===== src/aip_pkg.sv =====
// Package of opcodes, register fields, timer codes and time constants.
package aip_pkg;
    // Command opcodes; both idle commands have an alternate code.
    localparam logic [7:0] AIP_OP_IDLE = 8'hE3;
    localparam logic [7:0] AIP_OP_IDLE_ALT = 8'h97;
    localparam logic [7:0] AIP_OP_IDLE_IMM = 8'hE1;
    localparam logic [7:0] AIP_OP_IDLE_IMM_ALT = 8'h95;
    localparam logic [7:0] AIP_OP_SET_GEOM = 8'h91;
    // Bit positions in the status flags.
    localparam int AIP_ST_BSY = 7;
    localparam int AIP_ST_RDY = 6;
    localparam int AIP_ST_DSC = 4;
    localparam int AIP_ST_ERR = 0;
    // Bit position of the abort flag in the error flags.
    localparam int AIP_ER_ABT = 2;
    // Field of the device/head byte that carries heads minus one.
    localparam int AIP_DH_HEAD_LSB = 0;
    localparam int AIP_DH_HEAD_W = 4;
    // Standby timer codes.
    localparam logic [7:0] AIP_CODE_OFF = 8'h00;
    localparam logic [7:0] AIP_CODE_LIN_MAX = 8'hF0;
    localparam logic [7:0] AIP_CODE_HALF_MAX = 8'hFB;
    localparam logic [7:0] AIP_CODE_21M = 8'hFC;
    localparam logic [7:0] AIP_CODE_8H = 8'hFD;
    localparam logic [7:0] AIP_CODE_ABORT = 8'hFE;
    localparam logic [7:0] AIP_CODE_21M15 = 8'hFF;
    // Interval figures in seconds.
    localparam int AIP_LIN_STEP_S = 5;
    localparam int AIP_HALF_STEP_S = 30 * 60;
    localparam int AIP_T21M_S = 21 * 60;
    localparam int AIP_T8H_S = 8 * 60 * 60;
    localparam int AIP_T21M15_S = 21 * 60 + 15;
    localparam int AIP_SEC_W = 16;
    // Clock rate and the one-second tick derived from it.
    localparam int AIP_CLK_HZ = 40_000_000;
    localparam int AIP_TICK_S = 1;
    localparam int AIP_TICK_CYCLES = AIP_CLK_HZ * AIP_TICK_S;
    // Geometry after power-up or a reverting soft reset.
    localparam logic [7:0] AIP_GEOM_SECT_RST = 8'h3F;
    localparam logic [3:0] AIP_GEOM_HEAD_RST = 4'hF;
    // Identify data words that reflect the geometry.
    localparam logic [7:0] AIP_ID_CYL = 8'h36;
    localparam logic [7:0] AIP_ID_HEADS = 8'h37;
    localparam logic [7:0] AIP_ID_SECT = 8'h38;
    localparam logic [7:0] AIP_ID_CAP_LO = 8'h39;
    localparam logic [7:0] AIP_ID_CAP_HI = 8'h3A;

    // Command engine states.
    typedef enum logic [1:0] {
        AIP_READY = 2'b00,
        AIP_EXEC = 2'b01,
        AIP_SPIN = 2'b10
    } aip_state_t;

    // Converts a timer code into seconds; zero and the abort code give 0.
    function automatic logic [AIP_SEC_W-1:0] aip_code_secs(
        input logic [7:0] c);
        logic [31:0] s;
        s = 32'h0;
        if (c == AIP_CODE_OFF || c == AIP_CODE_ABORT) begin
            s = 32'h0;
        end else if (c <= AIP_CODE_LIN_MAX) begin
            s = 32'(c) * 32'(AIP_LIN_STEP_S);
        end else if (c <= AIP_CODE_HALF_MAX) begin
            s = 32'(c - AIP_CODE_LIN_MAX) * 32'(AIP_HALF_STEP_S);
        end else if (c == AIP_CODE_21M) begin
            s = 32'(AIP_T21M_S);
        end else if (c == AIP_CODE_8H) begin
            s = 32'(AIP_T8H_S);
        end else begin
            s = 32'(AIP_T21M15_S);
        end
        return s[AIP_SEC_W-1:0];
    endfunction

    // True for either idle opcode.
    function automatic logic aip_is_idle(input logic [7:0] op);
        return op == AIP_OP_IDLE || op == AIP_OP_IDLE_ALT;
    endfunction

    // True for either idle immediate opcode.
    function automatic logic aip_is_imm(input logic [7:0] op);
        return op == AIP_OP_IDLE_IMM || op == AIP_OP_IDLE_IMM_ALT;
    endfunction
endpackage


===== src/aip_cmd.sv =====
// Idle, idle immediate and geometry command engine of the drive.
// Contract
// - Idle enters idle, loads and starts timer.
// - Spin up only when not spinning.
// - Zero code disables power down, nonzero enables.
// - Codes 1-240 times five; 241-251 half hours.
// - 252,253,255 fixed intervals; 254 aborts command.
// - Expired interval without access enters standby; the code drops an expiry that comes while in AIP_SPIN.
// - Host access restarts the full interval.
// - Idle immediate enters idle, spins up if needed.
// - Idle immediate keeps the timer setting.
// - Geometry command stores sectors and heads minus one.
// - Identify words 54-58 report stored geometry.
// - Geometry kept until new command, power, reverting reset.
// - Zero sectors means zero, not 256.
`timescale 1ns/1ps
`default_nettype none
module aip_cmd
    import aip_pkg::*;
#(
    parameter int TICK_CYCLES = AIP_TICK_CYCLES
) (
    input wire logic clk,
    input wire logic nrst,
    input wire logic cmd_wr,
    input wire logic [7:0] cmd_code,
    input wire logic [7:0] sect_count,
    input wire logic [7:0] dev_head,
    input wire logic host_access,
    input wire logic soft_reset,
    input wire logic reset_reverts,
    input wire logic motor_at_speed,
    input wire logic [7:0] ident_addr,
    input wire logic [15:0] cur_cylinders,
    output logic [7:0] command_status_flags,
    output logic [7:0] command_error_flags,
    output logic spindle_on,
    output logic idle_mode,
    output logic standby_mode,
    output logic [7:0] geom_sectors,
    output logic [3:0] geom_heads_m1,
    output logic [15:0] ident_word
);
    logic rst_s1, rst_n; // Reset release synchroniser.
    aip_state_t st_reg, st_next; // Command engine state.
    logic [7:0] op_reg, op_next; // Latched opcode.
    logic [7:0] sc_reg, sc_next; // Latched sector count.
    logic [7:0] dh_reg, dh_next; // Latched device/head byte.
    logic busy_reg, busy_next; // Busy flag.
    logic err_reg, err_next; // Error status flag.
    logic abt_reg, abt_next; // Abort flag.
    logic spin_reg, spin_next; // Spindle drive request.
    logic idle_reg, idle_next; // Idle power mode.
    logic stby_reg, stby_next; // Standby power mode.
    logic [7:0] gsec_reg, gsec_next; // Stored sectors per track.
    logic [3:0] ghd_reg, ghd_next; // Stored heads minus one.
    logic [15:0] idw_reg, idw_next; // Identify word being read.
    logic t_arm; // Load the standby timer.
    logic t_stop; // Halt the timer on entry to standby.
    logic t_expire; // Timer ran out.
    logic [AIP_SEC_W-1:0] t_secs; // Decoded interval.
    logic [27:0] capacity; // Sectors reachable through the geometry.

    // Reset is released through two flops; assertion stays asynchronous.
    always_ff @(posedge clk or negedge nrst) begin
        if (!nrst) begin
            rst_s1 <= 1'b0;
            rst_n <= 1'b0;
        end else begin
            rst_s1 <= 1'b1;
            rst_n <= rst_s1;
        end
    end

    assign t_secs = aip_code_secs(sc_reg);

    // Command decode and power mode logic. Only the engine state and
    // its latches move here; the countdown lives in the timer module.
    always_comb begin
        st_next = st_reg;
        op_next = op_reg;
        sc_next = sc_reg;
        dh_next = dh_reg;
        busy_next = busy_reg;
        err_next = err_reg;
        abt_next = abt_reg;
        spin_next = spin_reg;
        idle_next = idle_reg;
        stby_next = stby_reg;
        gsec_next = gsec_reg;
        ghd_next = ghd_reg;
        t_arm = 1'b0;
        t_stop = 1'b0;
        unique case (st_reg)
            AIP_READY: begin
                // Commands written while busy are not taken.
                if (cmd_wr) begin
                    op_next = cmd_code;
                    sc_next = sect_count;
                    dh_next = dev_head;
                    busy_next = 1'b1;
                    err_next = 1'b0;
                    abt_next = 1'b0;
                    st_next = AIP_EXEC;
                end
            end
            AIP_EXEC: begin
                st_next = AIP_READY;
                busy_next = 1'b0;
                if (aip_is_idle(op_reg) && sc_reg == AIP_CODE_ABORT) begin
                    // The abort code leaves mode and timer untouched.
                    err_next = 1'b1;
                    abt_next = 1'b1;
                end else if (aip_is_idle(op_reg) || aip_is_imm(op_reg)) begin
                    idle_next = 1'b1;
                    stby_next = 1'b0;
                    spin_next = 1'b1;
                    t_arm = aip_is_idle(op_reg);
                    if (!motor_at_speed) begin
                        // Busy stays up until the spindle is at speed.
                        busy_next = 1'b1;
                        st_next = AIP_SPIN;
                    end
                end else if (op_reg == AIP_OP_SET_GEOM) begin
                    // Zero is stored as zero sectors per track.
                    gsec_next = sc_reg;
                    ghd_next = dh_reg[AIP_DH_HEAD_LSB +: AIP_DH_HEAD_W];
                end else begin
                    // Opcodes this engine does not own are refused.
                    err_next = 1'b1;
                    abt_next = 1'b1;
                end
            end
            AIP_SPIN: begin
                if (motor_at_speed) begin
                    busy_next = 1'b0;
                    st_next = AIP_READY;
                end
            end
            default: begin
                st_next = AIP_READY;
                busy_next = 1'b0;
            end
        endcase
        // The drive stops its spindle once the interval passes untouched while the engine is in AIP_READY.
        if (t_expire && st_reg == AIP_READY) begin
            stby_next = 1'b1;
            idle_next = 1'b0;
            spin_next = 1'b0;
            t_stop = 1'b1;
        end
        // A reset with the reverting feature in force drops the geometry.
        if (soft_reset && reset_reverts) begin
            gsec_next = AIP_GEOM_SECT_RST;
            ghd_next = AIP_GEOM_HEAD_RST;
        end
    end

    // Engine registers; power-off restores the default geometry.
    always_ff @(posedge clk or negedge rst_n) begin
        if (!rst_n) begin
            st_reg <= AIP_READY;
            op_reg <= 8'h00;
            sc_reg <= 8'h00;
            dh_reg <= 8'h00;
            busy_reg <= 1'b0;
            err_reg <= 1'b0;
            abt_reg <= 1'b0;
            spin_reg <= 1'b0;
            idle_reg <= 1'b0;
            stby_reg <= 1'b1;
            gsec_reg <= AIP_GEOM_SECT_RST;
            ghd_reg <= AIP_GEOM_HEAD_RST;
        end else begin
            st_reg <= st_next;
            op_reg <= op_next;
            sc_reg <= sc_next;
            dh_reg <= dh_next;
            busy_reg <= busy_next;
            err_reg <= err_next;
            abt_reg <= abt_next;
            spin_reg <= spin_next;
            idle_reg <= idle_next;
            stby_reg <= stby_next;
            gsec_reg <= gsec_next;
            ghd_reg <= ghd_next;
        end
    end

    // Every command write counts as a drive access too.
    aip_standby_timer #(
        .TICK_CYCLES(TICK_CYCLES)
    ) u_timer (
        .clk(clk),
        .rst_n(rst_n),
        .arm(t_arm),
        .arm_secs(t_secs),
        .restart(host_access || cmd_wr),
        .stop(t_stop),
        .running(),
        .expire(t_expire)
    );

    // Capacity is cylinders times heads times sectors per track.
    // Every operand is widened first so no partial product is cut short.
    assign capacity = 28'(cur_cylinders) * (28'(ghd_reg) + 28'h1) *
        28'(gsec_reg);

    // Identify words that follow the stored geometry.
    always_comb begin
        unique case (ident_addr)
            AIP_ID_CYL: idw_next = cur_cylinders;
            AIP_ID_HEADS: idw_next = 16'(ghd_reg) + 16'h0001;
            AIP_ID_SECT: idw_next = 16'(gsec_reg);
            AIP_ID_CAP_LO: idw_next = capacity[15:0];
            AIP_ID_CAP_HI: idw_next = 16'(capacity[27:16]);
            default: idw_next = 16'h0000;
        endcase
    end

    // Identify word register.
    always_ff @(posedge clk or negedge rst_n) begin
        if (!rst_n) begin
            idw_reg <= 16'h0000;
        end else begin
            idw_reg <= idw_next;
        end
    end

    // Status: ready and seek complete follow the idle state; the other
    // bits of both registers read as zero apart from busy, error and abort.
    assign command_status_flags = {busy_reg, !busy_reg && !stby_reg, 1'b0,
        spin_reg && !busy_reg, 3'b000, err_reg};
    assign command_error_flags = {5'b00000, abt_reg, 2'b00};
    assign spindle_on = spin_reg;
    assign idle_mode = idle_reg;
    assign standby_mode = stby_reg;
    assign geom_sectors = gsec_reg;
    assign geom_heads_m1 = ghd_reg;
    assign ident_word = idw_reg;
endmodule // aip_cmd
`default_nettype wire


===== src/aip_standby_timer.sv =====
// Standby countdown with its own one-second prescaler.
`timescale 1ns/1ps
`default_nettype none
module aip_standby_timer
    import aip_pkg::*;
#(
    parameter int TICK_CYCLES = AIP_TICK_CYCLES
) (
    input wire logic clk,
    input wire logic rst_n,
    input wire logic arm,
    input wire logic [AIP_SEC_W-1:0] arm_secs,
    input wire logic restart,
    input wire logic stop,
    output logic running,
    output logic expire
);
    logic [31:0] pre_reg, pre_next; // Cycles within the current second.
    logic [AIP_SEC_W-1:0] left_reg, left_next; // Seconds still to run.
    logic [AIP_SEC_W-1:0] ivl_reg, ivl_next; // Programmed interval.
    logic run_reg, run_next; // Countdown is enabled.
    logic exp_reg, exp_next; // One-cycle expiry pulse.
    logic tick; // One-second enable.

    assign tick = pre_reg == 32'(TICK_CYCLES - 1);

    // Next-state logic. A host access restarts the prescaler as well, so a
    // restarted interval is never shortened by a partly spent second.
    always_comb begin
        pre_next = tick ? 32'h0 : pre_reg + 32'h1;
        left_next = left_reg;
        ivl_next = ivl_reg;
        run_next = run_reg;
        exp_next = 1'b0;
        if (arm) begin
            // A zero interval disables the power down.
            ivl_next = arm_secs;
            left_next = arm_secs;
            run_next = arm_secs != '0;
            pre_next = 32'h0;
        end else if (stop) begin
            run_next = 1'b0;
        end else if (restart && run_reg) begin
            left_next = ivl_reg;
            pre_next = 32'h0;
        end else if (run_reg && tick) begin
            if (left_reg == AIP_SEC_W'(1)) begin
                run_next = 1'b0;
                exp_next = 1'b1;
            end else begin
                left_next = left_reg - AIP_SEC_W'(1);
            end
        end
    end

    // State registers.
    always_ff @(posedge clk or negedge rst_n) begin
        if (!rst_n) begin
            pre_reg <= 32'h0;
            left_reg <= '0;
            ivl_reg <= '0;
            run_reg <= 1'b0;
            exp_reg <= 1'b0;
        end else begin
            pre_reg <= pre_next;
            left_reg <= left_next;
            ivl_reg <= ivl_next;
            run_reg <= run_next;
            exp_reg <= exp_next;
        end
    end

    assign running = run_reg;
    assign expire = exp_reg;
endmodule // aip_standby_timer
`default_nettype wire

===== config.mk =====
export PLATFORM = sky130hd
export DESIGN_NAME = aip_cmd
export DESIGN_NICKNAME = d
export VERILOG_FILES = /design/src/aip_pkg.sv /design/src/aip_cmd.sv /design/src/aip_standby_timer.sv
export SDC_FILE = /design/constraint.sdc
export NUM_CORES = 1
export LEC_CHECK = 0
export BUFFER_PORTS_ARGS = -buffer_cell sky130_fd_sc_hd__buf_2
export CAP_MARGIN = 30
export CELL_PAD_IN_SITES_DETAIL_PLACEMENT = 1
export CELL_PAD_IN_SITES_GLOBAL_PLACEMENT = 2
export CORE_AREA = 2 2 141 280
export CTS_CLUSTER_SIZE = 25
export DETAILED_ROUTE_END_ITERATION = 8
export DIE_AREA = 0 0 143 282
export GPL_TIMING_DRIVEN = 0
export PLACE_DENSITY = 0.82
export SLEW_MARGIN = 40
export SYNTH_ARGS = -nofsm -noshare
export SYNTH_HDL_FRONTEND = slang
export SYNTH_SLANG_ARGS = --single-unit

===== constraint.sdc =====
create_clock -name clk -period 4.7 [get_ports clk]
set_input_delay 0.94 -clock clk [delete_from_list [all_inputs] [get_ports clk]]
set_output_delay 0.94 -clock clk [all_outputs]
set_load 0.05 [all_outputs]

# == Yosys cells after proc, flatten, opt, wreduce, memory -nomap -nowiden ==
# Index checks and enable logic that the tools add are counted.
# classes
reduce_logical,32
muxes,64
order_cmp,2
n_eq_ne,27
addsub,5
n_mul,4
# op_table
operator,count
$mux W16,8
$mux W32,4
$pmux W16 S5,1
$eq A8 B8 Y1 const B,8
$eq A8 B6 Y1 const B,5
$mux W8,5
$add A32 B1 Y32 const B,1
$eq A32 B26 Y1 const B,1
$mul A32 B8 Y13 const B,1
$mux W1,31
$mux W15,2
$mul A21 B8 Y28,1
$mul A16 B5 Y21,1
$mux W4,5
$eq A16 B1 Y1 const B,1
$le A8 B8 Y1 const B,2
$reduce_bool A16 Y1,1
$sub A16 B1 Y16 const B,1
$mul A8 B3 Y11 const B,1
$add A4 B1 Y5 const B,2
$mux W2,5
$reduce_bool A2 Y1,5
$ne A3 B3 Y1 const B,3
$reduce_and A3 Y1,3
other kinds (17),36
# word_totals
output_inout_bits,47
register_bits,122
in_bits,55

# == Longest topological paths before layout ==
# logic_depth
word_depth,8
depth_mapped,36

# == Cells and area by module ==
# Synthesis repeated with hierarchy kept, for this count alone.
# hier_totals
hier_cells,1661
hier_area_um2,14888.0
# modules_own_cells
mod,instances,cells_per_inst,area_each_um2
aip_cmd,1,1257,11240.8
aip_standby_timer,1,404,3647.2

# == Worst setup path before layout ==
# Ideal clock, no wire load.
# synth_timing
kind,reg2reg
startpoint,"register ghd_reg[0], in the netlist geom_heads_m1[0]"
endpoint,"register idw_reg[11], in the netlist ident_word[11]"
setup_slack_ns,-4.219
synth_period_minus_slack_ns,8.919
path_buffers,2
setup_time_ns,0.083
t_arrival_ns,8.837
required_time_ns,4.617
stages_incl_launch_ff,34
cell_sequence,dfstp_2 > ha_1 > and3_1 > clkbuf_1 > clkbuf_1 > nand2_1 > fa_1 > inv_1 > fa_1 > fa_1 > ha_1 > a21oi_1 > o21a_1 > o31ai_1 > and2_1 > o41a_1 > a41o_1 > nor2_1 > xnor2_1 > and2_1 > fa_1 > fa_1 > fa_1 > inv_1 > fa_1 > inv_1 > ha_1 > a21o_1 > a21o_1 > a21oi_1 > o21ai_0 > a311oi_1 > xnor3_1 > o21ai_0
# synth_via
elab_chain_cells,4
# synth_rtl
element,line,source
start: declaration,aip_cmd.sv:56,"logic [3:0] ghd_reg, ghd_next;"
start signal: assignment,aip_cmd.sv:186,ghd_reg <= ghd_next;
$add A4 B1 Y5,aip_cmd.sv:206,assign capacity = 28'(cur_cylinders) * (28'(ghd_reg) + 28'h1) *
$mul A16 B5 Y21,aip_cmd.sv:206,
$mul A21 B8 Y28,aip_cmd.sv:206,
$pmux W16 S5,aip_cmd.sv:211,unique case (ident_addr)
named net idw_next[11],aip_cmd.sv:57,"logic [15:0] idw_reg, idw_next;"
end signal: assignment,aip_cmd.sv:226,idw_reg <= idw_next;
end: declaration,aip_cmd.sv:57,
# The timed path passes the listed nets, and every way through them passes these cells.
# A chain may end at the register's enable or synchronous reset.

# == Worst setup path after layout ==
# Same ends and word-level chain as after synthesis.

==> flow_summary.ini <==
[run_status]
status = finished, violations left
violations = negative setup slack

[logic_synthesis]
synthArstFlopShare_pct = 100
syn_area_per_cell_um2 = 8.89
synth-edff-count = 0
syn_inst = 1651
netlist_area_mm2 = 0.0147
synthDistinctLibCells = 66
ys_seq_area_share_pct = 20.9
yosysWarnings = 0
synth_ff_type = dfrtp_1
synth_top_area_share_pct = 22.4
yosysTopAreaCell = fa_1
synth_seq_cells = 122
synthTopCellsByArea = fa_1 22%, dfrtp_1 19%, ha_1 10%, and2_1 6.3%, nand2_1 5.1%

[timing]
tightest_slew_ps = 834
fin_crit_ps = 8620
rsz0062_at_grt = yes
fin_crit_sh_pct = 183
fmax_mhz = 116
setup_violations = 16
slew_headroom_pct = 44.1
setup_tns_ps = -59280
setup_ws_ps = -3920
whs_ps = 239
maxSlewViolCount = 0
skew_ps = 11.2
hold_viol_final = 0

[die]
rows = 101
core_mm2 = 0.0380
ioPinCount = 102
initial_utilization_pct = 38.6
die_height_um = 282
die_area_mm2 = 0.0403
die_x_um = 143

[power]
power.density_mw_per_mm2 = 751
vdd_drop_max_mv = 0.734
power.leakage_nw = 8.93

[drt]
firstDrtPassIters = 4
drtIter0Drc = 385
wl_per_cell_um = 21.6
drc_errors = 0
vias = 12900
routed_wl_um = 52000
ant_nets = 0
vias_per_cell = 5.34

[global_route]
overflow = 0
grt_pass1_wl_um = 80500
grt_usage_pct = 26.6
grt_pass1_vias = 14800
antenna_found_initial = 1
grt_max_degree = 41

[critical_path]
critPathMaxFanout = 7
ff2ff_path_depth = 32
cp.arrival_ps = 8980
end_kind = flip-flop
cp-start-kind = flip-flop
critPathSlowestCell = dfstp_4
worstPathRequired_ps = 5060
rr_startpoint = geom_heads_m1[0]
crit_start = geom_heads_m1[0]
crit_type = reg2reg
r2r-end = ident_word[11]
r2r_slack_ps = -3920
cpPeakStageDelay_ps = 660
crit_path_frequent_cell = fa_1

[min_path]
hold_path_class = reg2async

[clocking]
cts_buffers = 17
clkSinkCount = 122
cts_root_buf = clkbuf_16
cts_htree_levels = 4
cts_tree = built
clk_latency_ps = 450
cts_hold_buf = 0
clockBufferDepth = 2
clkSlewWorstSetupHoldPaths_ps = 70

[place]
place_congestion = 0.911
post-dp-hpwl_um = 40300
place_inst = 2265
io_buffers = 86
placed_cell_area_mm2 = 0.0162
pre_cts_slack_ps = -5290

[finish]
layout_common_cells = 187 x nand2_1, 176 x inv_1, 161 x fa_1
syn_to_final_growth_pct = 27.4
final_nets = 2216
drive_gt1_share_pct = 24.6
final_common_cell = nand2_1
fin_area_mm2 = 0.0187
layout.cells.non_filler = 2406
largest_register_ffs = 32

[job]
maxCapViolations = 0
-- through the flow --
stage | util, % | power, mW
global route | 49.2 | 14.9
finish | 49.2 | 14.1
detailed placement | 42.6 | 8.83
CTS | 48.0 | 12.6
global placement | 42.3 | 8.60
floorplan | - | 6.71
-- timing repair --
| item | CTS | global route |
|---|---|---|
| gates resized for setup | 162 | 51 |
| cloned | 1 | 0 |
| endpoints found under the hold margin | 0 | 0 |
| setup endpoints to repair | 17 | 17 |
| pin swaps | 75 | 94 |
| setup buffers | 70 | 39 |
-- report_power, final --
| group | internal (mW) | switching (mW) | total [mW] | leakage (nW) |
|---|---|---|---|---|
| Combinational | 5.43 | 6.00 | 11.4 | 7.10 |
| Sequential | 1.17 | 0.158 | 1.33 | 1.57 |
| Clock | 0.736 | 0.561 | 1.30 | 0.268 |
| Total | 7.34 | 6.72 | 14.1 | 8.93 |
-- logic make-up (layout without fill, tap and decap cells) --
logic type | after synthesis | after routing | synth area share [%]
simple gates | 612 | 612 | 20.8
fa+ha+maj | 284 | 284 | 32.6
buf+inv | 264 | 493 | 7.17
compound gates | 240 | 240 | 10.5
flops | 122 | 122 | 20.9
xor+xnor | 98 | 98 | 5.94
mux | 29 | 29 | 2.10
other cells | 2 | 13 | 0.0511
-- worst max-delay path by stage --
stage,depth (start not counted),endpoint
2_1_floorplan,31,ident_word[8]
3_3_place_gp,29,ident_word[9]
3_5_place_dp,31,ident_word[9]
4_1_cts,30,ident_word[8]
5_1_grt,33,ident_word[11]
6_report,32,ident_word[11]
-- metal layers --
metal  global-route usage (%)  vias to the layer above  share of wire [%]
li1                         -                     5801                  -
met1                     23.2                     6571                 31
met2                     53.9                      298                 58
met3                     3.84                      188                2.7
met4                     17.6                        2                7.7
met5                        0                        -              0.021
-- Yosys cell counts (14+ instances only) --
master / count
nand2_1: 198
inv_1: 194
fa_1: 164
and2_1: 149
ha_1: 120
dfrtp_1: 111
nor2_1: 106
a21oi_1: 73
xnor2_1: 54
clkbuf_1: 46
o21ai_0: 44
xor2_1: 43
nand3_1: 33
a21o_1: 29
nor2b_1: 29
nor3_1: 19
buf_4: 15
mux2_2: 15
and3_1: 14
mux2i_1: 14
nand4_1: 14
-- critical path: cells and delay by family (launching register included) --
family / cells / cell delay, ps
adders and majority gates: 10 / 4220
and+or+nand+nor: 4 / 550
DFF: 1 / 660
xor gates and xnor gates: 3 / 690
buffers and inverters: 4 / 320
AOI/OAI and AO/OA: 11 / 2100
-- cell type report --
type / count / area [um^2]
Fill cell: 4346 / 19300
Multi-Input combinational cell: 1275 / 11900
Sequential cell: 122 / 3080
Timing Repair Buffer: 199 / 1420
Inverter: 194 / 728
Tap cell: 515 / 644
Clock buffer: 18 / 429
Buffer: 68 / 364
Clock inverter: 14 / 136
Antenna cell: 1 / 2.50
Power figures use the tool's default switching activity.
